$ cat src/shared/rtcc_pkg.sv
// Shared constants for the real-time counter control block
package rtcc_pkg;

  // ----------------------------------------------------------------
  // Register byte offsets
  // ----------------------------------------------------------------
  localparam logic [7:0]  ADR_CTL_A    = 8'h00; // Control A
  localparam logic [7:0]  ADR_BUSY     = 8'h04; // Sync busy status
  localparam logic [7:0]  ADR_COUNT    = 8'h08; // Live count, read only
  localparam logic [7:0]  ADR_COMP     = 8'h0C; // Compare/alarm 0

  // ----------------------------------------------------------------
  // Control A fields and reset values
  // ----------------------------------------------------------------
  localparam int          F_SOFT_RST   = 0;        // Soft reset bit
  localparam int          F_EN         = 1;        // Enable bit
  localparam int          F_MODE       = 2;        // Mode field low bit
  localparam int          F_HIT_CLR    = 7;        // Clear on compare hit
  localparam int          F_PRESC      = 8;        // Prescaler field low bit
  localparam logic [15:0] CTL_A_RST    = 16'h0000; // Control A after reset
  localparam logic [15:0] CTL_A_WMASK  = 16'h0F8E; // Writable stored bits
  localparam logic [31:0] COMP_RST     = 32'h0000_0000;
  localparam int          B_SOFT_RST   = 0;        // Busy bit of soft reset
  localparam int          B_EN         = 1;        // Busy bit of enable

  // ----------------------------------------------------------------
  // Operating modes and prescaler codes
  // ----------------------------------------------------------------
  typedef enum logic [1:0] {
    RTCC_WIDE_COUNTER_MODE = 2'h0, // 32-bit counter
    RTCC_HALF_COUNTER_MODE = 2'h1, // 16-bit counter
    RTCC_CALENDAR_MODE     = 2'h2  // Clock/calendar
  } rtcc_mode_t;
  localparam logic [3:0]  PRESC_OFF    = 4'h0;  // No counting
  localparam logic [3:0]  PRESC_BY_512 = 4'hA;  // Divide by 512
  localparam logic [3:0]  PRESC_DIV1K  = 4'hB;  // Divide by 1024, top code
  localparam logic [5:0]  CAL_MIN_SEC  = 6'h3B; // Last second / minute
  localparam logic [4:0]  CAL_HOUR     = 5'h17; // Last hour
  localparam int          SYNC_STAGES  = 2;     // Flops per crossing
  localparam int          BUSY_MAX_CYC = 12;    // Longest busy window

endpackage

$ cat src/core/rtcc_count.sv
// Counter side: prescaler, counter modes, compare hit and command apply
`timescale 1ns/1ps

module rtcc_count (
  input  wire logic        clk_i,       // System clock
  input  wire logic        rst_i,       // Synchronous reset
  input  wire logic        src_clk_i,   // counter_source_clock, sampled
  input  wire logic        req_tgl_i,   // Command request toggle
  input  wire logic        cmd_en_i,    // Enable value of the command
  input  wire logic        cmd_rst_i,   // Command is a soft reset
  input  wire logic [1:0]  mode_i,      // Operating mode
  input  wire logic [3:0]  presc_i,     // Prescaler code
  input  wire logic        hit_clr_i,   // clear_on_compare_hit
  input  wire logic [31:0] comp_i,      // Compare value
  output logic             ack_tgl_o,   // Command done toggle
  output logic             enabled_o,   // Counter really enabled
  output logic [31:0]      count_o,     // Current count
  output logic             hit_o        // Compare hit pulse
);

  // ----------------------------------------------------------------
  // State
  // ----------------------------------------------------------------
  typedef struct packed {
    logic [1:0]  req_s;    // Request synchroniser, bit 0 first
    logic        req_seen; // Last request toggle handled
    logic        ack_tgl;  // Done toggle
    logic        en;       // Counting enabled
    logic [31:0] cnt;      // Counter
    logic [9:0]  pre;      // Prescaler counter
    logic        src_prev; // Last source clock sample
    logic        hit;      // Hit pulse
  } rtcc_cnt_t;

  rtcc_cnt_t q, d;
  logic      rise;   // Source clock rising edge
  logic      tick;   // Divided count clock event
  logic      match;  // Count equals compare
  logic [9:0] mask;  // Prescaler terminal mask

  // Calendar increment: seconds, minutes, hours, then days
  function automatic logic [31:0] rtcc_cal_inc(input logic [31:0] c);
    logic [31:0] r;
    r = c;
    if (c[5:0] != rtcc_pkg::CAL_MIN_SEC) begin
      r[5:0] = c[5:0] + 6'h01;
    end else begin
      r[5:0] = 6'h00;
      if (c[11:6] != rtcc_pkg::CAL_MIN_SEC) begin
        r[11:6] = c[11:6] + 6'h01;
      end else begin
        r[11:6] = 6'h00;
        if (c[16:12] != rtcc_pkg::CAL_HOUR) begin
          r[16:12] = c[16:12] + 5'h01;
        end else begin
          r[16:12] = 5'h00;
          r[31:17] = c[31:17] + 15'h0001;
        end
      end
    end
    return r;
  endfunction

  // ----------------------------------------------------------------
  // Next state
  // ----------------------------------------------------------------
  always_comb begin
    d          = q;
    d.hit      = 1'b0;
    d.req_s    = {q.req_s[0], req_tgl_i};
    d.src_prev = src_clk_i;
    rise       = src_clk_i & ~q.src_prev;
    // Code n ticks once the low n-1 prescaler bits are all ones; 0 and reserved codes stop
    mask       = 10'h3FF >> (rtcc_pkg::PRESC_DIV1K - presc_i);
    tick       = q.en && rise && (presc_i != rtcc_pkg::PRESC_OFF) &&
                 (presc_i <= rtcc_pkg::PRESC_DIV1K) && ((q.pre & mask) == mask);
    match      = (mode_i == rtcc_pkg::RTCC_HALF_COUNTER_MODE) ?
                 (q.cnt[15:0] == comp_i[15:0]) : (q.cnt == comp_i);
    if (q.en && rise) begin
      d.pre = q.pre + 10'h001;
    end
    if (tick) begin
      d.hit = match;
      if (match && hit_clr_i) begin
        d.cnt = 32'h0000_0000;
      end else begin
        unique case (mode_i)
          rtcc_pkg::RTCC_HALF_COUNTER_MODE: d.cnt = {16'h0000, q.cnt[15:0] + 16'h0001};
          rtcc_pkg::RTCC_CALENDAR_MODE:     d.cnt = rtcc_cal_inc(q.cnt);
          default:                          d.cnt = q.cnt + 32'h0000_0001;
        endcase
      end
    end
    // A soft reset command arriving overrides counting in the same cycle
    if (q.req_s[1] != q.req_seen) begin
      d.req_seen = q.req_s[1];
      d.ack_tgl  = ~q.ack_tgl;
      if (cmd_rst_i) begin
        d.en  = 1'b0;
        d.cnt = 32'h0000_0000;
        d.pre = 10'h000;
        d.hit = 1'b0;
      end else begin
        d.en  = cmd_en_i;
      end
    end
  end

  // Register the whole state
  always_ff @(posedge clk_i) begin
    if (rst_i) begin
      q <= '0;
    end else begin
      q <= d;
    end
  end

  assign ack_tgl_o = q.ack_tgl;
  assign enabled_o = q.en;
  assign count_o   = q.cnt;
  assign hit_o     = q.hit;
endmodule // rtcc_count

$ cat src/core/rtcc_ctrl.sv
// Top of the real-time counter control: Wishbone registers and sync logic
`timescale 1ns/1ps

// Notes on behaviour
// - Prescaler code picks divider; 0xC-0xF reserved
// - Clear-on-hit bit zeroes counter on compare hit
// - Mode: 32-bit, 16-bit, calendar; 3 reserved
// - Enable reads back at once, sets busy
// - Enable busy clears once counter really switched
// - Soft reset restores registers and disables
// - Soft reset write discards other fields
// - Soft reset bit self-clears when reset done
// - Soft reset bit reads one while ongoing
module rtcc_ctrl (
  input  wire logic        clk_i,     // System clock, 100 MHz
  input  wire logic        rst_i,     // Synchronous reset, active high
  input  wire logic        cyc_i,     // Wishbone cycle
  input  wire logic        stb_i,     // Wishbone strobe
  input  wire logic        we_i,      // Wishbone write enable
  input  wire logic [7:0]  adr_i,     // Wishbone byte address
  input  wire logic [3:0]  sel_i,     // Wishbone byte selects
  input  wire logic [31:0] dat_i,     // Wishbone write data
  input  wire logic        src_clk_i, // counter_source_clock level
  output logic [31:0]      dat_o,     // Wishbone read data
  output logic             ack_o,     // Wishbone acknowledge
  output logic             hit_o      // Compare hit pulse
);

  // ----------------------------------------------------------------
  // State
  // ----------------------------------------------------------------
  typedef enum logic [0:0] {
    RTCC_IDLE = 1'b0, // No command in flight
    RTCC_WAIT = 1'b1  // Waiting for the counter side
  } rtcc_sync_t;

  typedef struct packed {
    logic [15:0] ctrl;     // counter_control_a
    logic [31:0] comp;     // Compare value
    logic [1:0]  busy;     // sync_busy_status
    logic        req_tgl;  // Request toggle out
    logic        cmd_en;   // Enable value in flight
    logic        cmd_rst;  // Soft reset in flight
    logic [1:0]  ack_s;    // Done synchroniser, bit 0 first
    logic        ack_seen; // Last done toggle handled
    logic        ack;      // Bus acknowledge
    logic [31:0] rdat;     // Read data
    rtcc_sync_t  st;       // Sync state
  } rtcc_ctl_t;

  rtcc_ctl_t   q, d;
  logic        ack_tgl_w;  // Done toggle from counter side
  logic        enabled_w;  // Counter really enabled
  logic [31:0] count_w;    // Live count
  logic        acc;        // Bus access taken this cycle
  logic        done;       // Command completion seen
  logic [15:0] wv;         // Control A after byte merge
  logic        wr_ctrl;    // Control A write taken
  logic        wr_srst;    // Soft reset write taken

  // ----------------------------------------------------------------
  // Counter side
  // ----------------------------------------------------------------
  rtcc_count u_count (
    .clk_i      (clk_i),
    .rst_i      (rst_i),
    .src_clk_i  (src_clk_i),
    .req_tgl_i  (q.req_tgl),
    .cmd_en_i   (q.cmd_en),
    .cmd_rst_i  (q.cmd_rst),
    .mode_i     (q.ctrl[rtcc_pkg::F_MODE +: 2]),
    .presc_i    (q.ctrl[rtcc_pkg::F_PRESC +: 4]),
    .hit_clr_i  (q.ctrl[rtcc_pkg::F_HIT_CLR]),
    .comp_i     (q.comp),
    .ack_tgl_o  (ack_tgl_w),
    .enabled_o  (enabled_w),
    .count_o    (count_w),
    .hit_o      (hit_o)
  );

  // ----------------------------------------------------------------
  // Next state: bus slave and command handshake
  // ----------------------------------------------------------------
  always_comb begin
    d       = q;
    d.ack   = 1'b0;
    d.ack_s = {q.ack_s[0], ack_tgl_w};
    acc     = cyc_i && stb_i && !q.ack;
    done    = (q.st == RTCC_WAIT) && (q.ack_s[1] != q.ack_seen);
    // Byte lane merge into Control A
    wv      = q.ctrl;
    if (sel_i[0]) begin
      wv[7:0] = dat_i[7:0];
    end
    if (sel_i[1]) begin
      wv[15:8] = dat_i[15:8];
    end
    // Control A writes during a pending command are dropped to keep it stable
    wr_ctrl  = acc && we_i && (adr_i[7:2] == rtcc_pkg::ADR_CTL_A[7:2]) && (q.st == RTCC_IDLE);
    wr_srst  = wr_ctrl && wv[rtcc_pkg::F_SOFT_RST];

    // Completion of the counter-side command
    if (done) begin
      d.ack_seen = q.ack_s[1];
      d.busy     = 2'b00;
      d.st       = RTCC_IDLE;
      if (q.cmd_rst) begin
        d.ctrl[rtcc_pkg::F_SOFT_RST] = 1'b0;
      end
    end

    if (acc) begin
      d.ack = 1'b1;
      // Registered read data, unmapped reads as zero
      if (adr_i[7:2] == rtcc_pkg::ADR_CTL_A[7:2]) begin
        d.rdat = {16'h0000, q.ctrl};
      end else if (adr_i[7:2] == rtcc_pkg::ADR_BUSY[7:2]) begin
        d.rdat = {30'h0000_0000, q.busy};
      end else if (adr_i[7:2] == rtcc_pkg::ADR_COUNT[7:2]) begin
        d.rdat = count_w;
      end else if (adr_i[7:2] == rtcc_pkg::ADR_COMP[7:2]) begin
        d.rdat = q.comp;
      end else begin
        d.rdat = 32'h0000_0000;
      end
    end

    if (wr_srst) begin
      // Every other field of this write is thrown away
      d.ctrl    = rtcc_pkg::CTL_A_RST;
      d.ctrl[rtcc_pkg::F_SOFT_RST] = 1'b1;
      d.comp    = rtcc_pkg::COMP_RST;
      d.cmd_rst = 1'b1;
      d.cmd_en  = 1'b0;
      d.busy    = 2'b00;
      d.busy[rtcc_pkg::B_SOFT_RST] = 1'b1;
      d.req_tgl = ~q.req_tgl;
      d.st      = RTCC_WAIT;
    end else if (wr_ctrl) begin
      d.ctrl = wv & rtcc_pkg::CTL_A_WMASK;
      if (wv[rtcc_pkg::F_EN] != q.ctrl[rtcc_pkg::F_EN]) begin
        d.cmd_rst = 1'b0;
        d.cmd_en  = wv[rtcc_pkg::F_EN];
        d.busy    = 2'b00;
        d.busy[rtcc_pkg::B_EN] = 1'b1;
        d.req_tgl = ~q.req_tgl;
        d.st      = RTCC_WAIT;
      end
    end else if (acc && we_i && (adr_i[7:2] == rtcc_pkg::ADR_COMP[7:2])) begin
      // Compare needs no handshake, written per byte lane
      for (int i = 0; i < 4; i++) begin
        if (sel_i[i]) begin
          d.comp[8*i +: 8] = dat_i[8*i +: 8];
        end
      end
    end
  end

  // ----------------------------------------------------------------
  // Register the whole state
  // ----------------------------------------------------------------
  always_ff @(posedge clk_i) begin
    if (rst_i) begin
      q      <= '0;
      q.ctrl <= rtcc_pkg::CTL_A_RST;
      q.comp <= rtcc_pkg::COMP_RST;
      q.st   <= RTCC_IDLE;
    end else begin
      q <= d;
    end
  end

  assign dat_o = q.rdat;
  assign ack_o = q.ack;
endmodule // rtcc_ctrl

$ cat config.mk
export PLATFORM = sky130hd
export DESIGN_NAME = rtcc_ctrl
export DESIGN_NICKNAME = d
export VERILOG_FILES = /design/src/shared/rtcc_pkg.sv /design/src/core/rtcc_count.sv /design/src/core/rtcc_ctrl.sv
export SDC_FILE = /design/constraint.sdc
export NUM_CORES = 1
export LEC_CHECK = 0
export ABC_AREA = 1
export BUFFER_PORTS_ARGS = -buffer_cell sky130_fd_sc_hd__buf_2
export CELL_PAD_IN_SITES_DETAIL_PLACEMENT = 0
export CELL_PAD_IN_SITES_GLOBAL_PLACEMENT = 1
export CORE_AREA = 4 4 156 158
export CTS_BUF_LIST = sky130_fd_sc_hd__clkbuf_4 sky130_fd_sc_hd__clkbuf_8
export DETAILED_ROUTE_END_ITERATION = 10
export DIE_AREA = 0 0 160 162
export HOLD_SLACK_MARGIN = 0.05
export PLACE_DENSITY_LB_ADDON = 0.15
export SLEW_MARGIN = 20
export SYNTH_ARGS = -nofsm -noshare
export SYNTH_HDL_FRONTEND = slang
export SYNTH_SLANG_ARGS = --single-unit
$ cat constraint.sdc
create_clock -name clk_i -period 5.55 [get_ports clk_i]
set_clock_uncertainty 0.15 [all_clocks]
set_input_delay 1.11 -clock clk_i [delete_from_list [all_inputs] [get_ports clk_i]]
set_output_delay 1.11 -clock clk_i [all_outputs]
set_load 0.005 [all_outputs]
; Word level (Yosys, flattened, before mapping)
; Index checks and enable logic that the tools add are counted.
[totals]
elab_cells = 127
out_inout_bits = 34
regBits = 132
inputBits = 50
[classes]
muxes = 40
bitwise = 7
addsub = 8
n_lt_le_gt_ge = 1
shifts = 1
n_reduce_logical = 30
n_eq_ne = 14
[ops]
columns = op, count
row1 = $mux 32, 8
row2 = $mux 42, 2
row3 = $pmux 32 s2, 1
row4 = $mux 38, 1
row5 = $mux 33, 1
row6 = $add 32x1->32 const B, 1
row7 = $eq 32x32->1, 1
row8 = $mux 8, 4
row9 = $mux 26, 1
row10 = $mux 20, 1
row11 = $add 16x1->16 const B, 1
row12 = $eq 16x16->1, 1
row13 = $add 15x1->15 const B, 1
row14 = $mux 15, 1
row15 = $mux 5, 3
row16 = $logic_and 1x1->1, 13
row17 = $add 6x1->6 const B, 2
row18 = $eq 6x2->1 const B, 2
row19 = $mux 1, 12
row20 = $mux 6, 2
row21 = $ne 6x6->1 const B, 2
row22 = $reduce_and 3->1, 4
row23 = $add 10x1->10 const B, 1
row24 = $and 10x10->10, 1
row25 = 21 further kinds, 34

; Logic depth before layout (Yosys ltp)
[depth]
depth_word = 9
ltp_mapped = 15
mapped_depth_nobuf = 13

; Cells and area by module
; From an unflattened synthesis, not the netlist that was laid out.
[unflattened]
hier_cells = 1407
hier_area_um2 = 8932.3
[by_module_without_submodules]
columns = mod, seq_area_each_um2, cells_per_inst, area_per_inst_um2, instances
row1 = rtcc_count, 980.9, 802, 4702.0, 1
row2 = rtcc_ctrl, 1661.6, 605, 4230.3, 1

; Least setup slack after synthesis
; No wires, ideal clock.
[synth_path]
path_kind = in2reg
start = input port cyc_i
end = register q[48] (netlist bit)
path_buffers = 1
setup_ns = 0.120
path_slack_ns = 2.971
path_stages = 8
t_required_ns = 5.280
arrival_ns = 2.309
path_cell_list = nand2_1 nor2_4 nand2_1 nor3_4 o211ai_4 nand2_4 buf_4 nor3_1
[synth_via]
elab_chain_len = 7
word_cells_on_any_way = 10
classes_between = bitwise: 1 / reduce/logical: 9
[synth_lines]
columns = item, line_no
row1 = start: declaration, rtcc_ctrl.sv:17  ; input wire logic cyc_i,
row2 = $logic_and 1x1->1 (*) (2 in series), rtcc_ctrl.sv:88  ; acc = cyc_i && stb_i && !q.ack;
row3 = $logic_and 1x1->1 (*), "rtcc_ctrl.sv:99, rtcc_ctrl.sv:149"
row4 = $logic_and 1x1->1 (2 in series), rtcc_ctrl.sv:99  ; wr_ctrl = acc && we_i && (adr_i[7:2] == rtcc_pkg::ADR_CTL_A[7:2]) && (q.st == RTCC_IDLE);
row5 = $not 1->1 (no source line) or $logic_and 1x1->1 (tied branches), --
row6 = $reduce_and 3->1 (no source line) or $reduce_or 2->1 (tied branches), --
row7 = end: declaration, rtcc_ctrl.sv:51  ; rtcc_ctl_t q, d;
; Every way passes the cells marked *; elsewhere a longest branch is shown, timed or not.
; A chain may end at the register's enable or synchronous reset.

; Final worst setup path
[layout_path]
start = input port adr_i[5]
end = register q[69] (netlist bit)
[layout_via]
elab_chain_len = 5
word_cells_on_any_way = 9
classes_between = eq/ne: 1 / bitwise: 1 / reduce/logical: 7
[layout_lines]
columns = item, line_no
row1 = start: declaration, rtcc_ctrl.sv:20  ; input wire logic [7:0] adr_i,
row2 = $logic_not 6->1, rtcc_ctrl.sv:99
row3 = $logic_and 1x1->1 (2 in series), rtcc_ctrl.sv:99
row4 = $not 1->1 (no source line) or $logic_and 1x1->1 (tied branches), --
row5 = $reduce_and 3->1 (no source line) or $reduce_or 2->1 (tied branches), --
; Several ways; a longest one is shown, not always the timed one.

==> metrics.txt <==
status finished, final reports clean; CTS clk-pin slew, worst paths 0.10 ns; vias in the first global route 7399; Num CTS Buffers 17; hold buffers post-CTS 0; WP buf/inv 2; I/O Pins 84; Finished Cell Area 8683 um^2; Mapped Nets 1288; Total GRT Usage 0.1997; Fmax achieved 0.3041 GHz; R2R Path Start q[84]; max_slew headroom 0.3426; CTS tree done; hpwl dp 19340 um; H-tree depth 4; HP Class flop to flop; min cycle time layout 3.289 ns; Critical Path Start Type input port; worst-skew pair later-pin latency 0.46 ns; Pre-antenna DRT Iters 5; FF+latch count, synth 132; port buffer count 81; post-DR vias/cell 5.043; CTS root buf clkbuf_8; critical path peak fanout 21; EDFF count, synth 0; top_reg_cell synth dfxtp_1; worst setup path class input port to flop; Synth warnings 0; antenna violations before repair 0; Worst IR Drop VDD 0.1142 mV; initial core utilization 0.3432; WP data arrival 3.51 ns; GR Overflow Total 0; Slew @ Worst Pin 0.9801 ns; CTS max path bufs 2; Core Util, Final 0.3755; min-delay src d[36]; Yosys top cell by area dfxtp_1; die width 160 um; Sink Count 132; cell family with most CP delay simple AND/OR/NAND/NOR gates; post-CTS sizing 0; DRT antenna net count 0; core area 23120 um^2; WL per Instance 16.79 um; setup_tns 0 ns; cell area after synthesis 7935 um^2; end of the worst hold path q[36]; WP data required 5.77 ns; P&R area growth vs syn 9.429%; final WL 26080 um; layout cells sized above 1 0.1203; commonest non-fill, non-tap cell in the layout nand2_1; Power Dens Cells 222.2 nW/um^2; Hold Violations, Final 0; hold path cells 2; top-area cell type share of the netlist area 0.3330; syn avg cell area 6.467 um^2; cell row count 56; unrepaired setup endpoints after global routing false; Max Cap Viol 0; routability cong. 0.8614; fraction of registers with async set/reset 0; cells along the critical path buf_2 -> nor2_2 -> nand4_4 -> inv_2 -> nand3_2 -> nor2_1 -> nand2_1 -> a21oi_1; cell count after synthesis 1227; Layout Nets 1311; FF-to-FF path depth 11; CP Depth 8; Slew Viols, Final 0; largest net degree at the start of global routing 38; r2r setup slk 2.41 ns; Tcrit/Tclk final 0.5925; first-pass GRT wire length 41210 um; Die H 162 um; 1st-iter DRT viols 401; post-CTS setup buffer count 0; Distinct cells, synth 45; diode count 0; via count 7832; die area 25920 um^2; most frequent cells in the layout nand2_1 (339), dfxtp_1 (132), a21oi_1 (125), inv_1 (111), nor2_1 (110); Setup crit end kind flop; final setup vio count 0; Residual DRC 0; Post-Place Cell Area 8263 um^2; LEAKAGE 3.218 nW; slowest CP cell nor2_1; Area contributors post-synth dfxtp_1 (33%), nand2_1 (16%), a21oi_1 (7.9%), inv_1 (5.3%), o21ai_0 (5.3%); reg2reg end u_count.count_o[11]; CP peak stage delay 0.58 ns; sequential share of the synthesized area 0.3330
[area by class of cell]
| type | count | area, um^2 |
|---|---|---|
| Multi-Input combinational cell | 895 | 4375 |
| Inverter | 119 | 446.7 |
| Tap cell | 290 | 362.8 |
| Fill cell | 2583 | 14440 |
| Timing Repair Buffer | 85 | 435.4 |
| Sequential cell | 132 | 2643 |
| Clock buffer | 17 | 234.0 |
| Clock inverter | 15 | 186.4 |
[synth_stat cells (all sizes together), types with 18 or more instances]
cell type  count
a21oi        125
o21ai         92
nand2        345
nor2         121
inv          117
nor3          28
dfxtp        132
buf           58
nand4         31
clkbuf        23
o22ai         18
nand3         68
[worst reg2reg max path: cells and delay by family (launching register included)]
family / cells / cell delay [ns]
buf+inv: 3 / 0.95
fa+ha+maj: 1 / 0.21
simple gates: 5 / 1.10
flops: 1 / 0.40
compound gates: 2 / 0.29
[per-stage QoR]
stage / hold WS, ns / setup WS [ns] / instances / total power, W
2_1_floorplan: 0.2383 / 2.971 / 1227 / 0.001020
5_1_grt: 0.2929 / 2.084 / 1553 / 0.002014
3_5_place_dp: 0.2467 / 1.797 / 1521 / 0.001055
4_1_cts: 0.2612 / 2.290 / 1553 / 0.001958
6_report: 0.2577 / 2.261 / 1553 / 0.001929
3_3_place_gp: 0.2429 / 1.795 / 1521 / 0.001056
[routing by layer]
metal	GRT usage	vias up	routed length [um]	share of wire
li1	-	4048	-	-
met5	0	-	0	0
met3	0.02943	23	806	0.031
met2	0.3474	142	12680	0.49
met1	0.2606	3619	12170	0.47
met4	0.05201	0	418	0.016
[state kept, by name, indices dropped and copies added, names as in the netlist]
| name | flops |
|---|---|
| u_count.hit_o | 1 |
| u_count.enabled_o | 1 |
| d | 1 |
| u_count.q | 13 |
| u_count.ack_tgl_o | 1 |
| ack_o | 1 |
| u_count.count_o | 32 |
| q | 49 |
| dat_o | 32 |
| u_count.d | 1 |
[power by group]
group          switching (W)  internal [W]  leakage [nW]
Combinational      0.0000549     0.0000239          1.94
Clock               0.000474      0.000423         0.213
Sequential        0.00000232      0.000951          1.06
Total               0.000531       0.00140          3.22
[how the worst max path moves through the flow]
stage                        start     to  slack (ns)
final                     adr_i[5]  q[69]        2.26
after global routing      adr_i[7]  q[54]        2.08
after CTS                 adr_i[5]  q[69]        2.29
after detailed placement  adr_i[5]  q[69]        1.80
after global placement    adr_i[5]  q[69]        1.80
after floorplan              cyc_i  q[48]        2.97
[cells by family after synthesis]
kind of cell,share of synthesized area
buffers and inverters,0.1161
AND/OR/NAND/NOR,0.3267
XOR/XNOR,0.03201
flip-flops,0.3330
adder cells (fa/ha/maj),0.01734
AO/OA/AOI/OAI,0.1749
No activity file was read; power rests on OpenSTA's default activity.
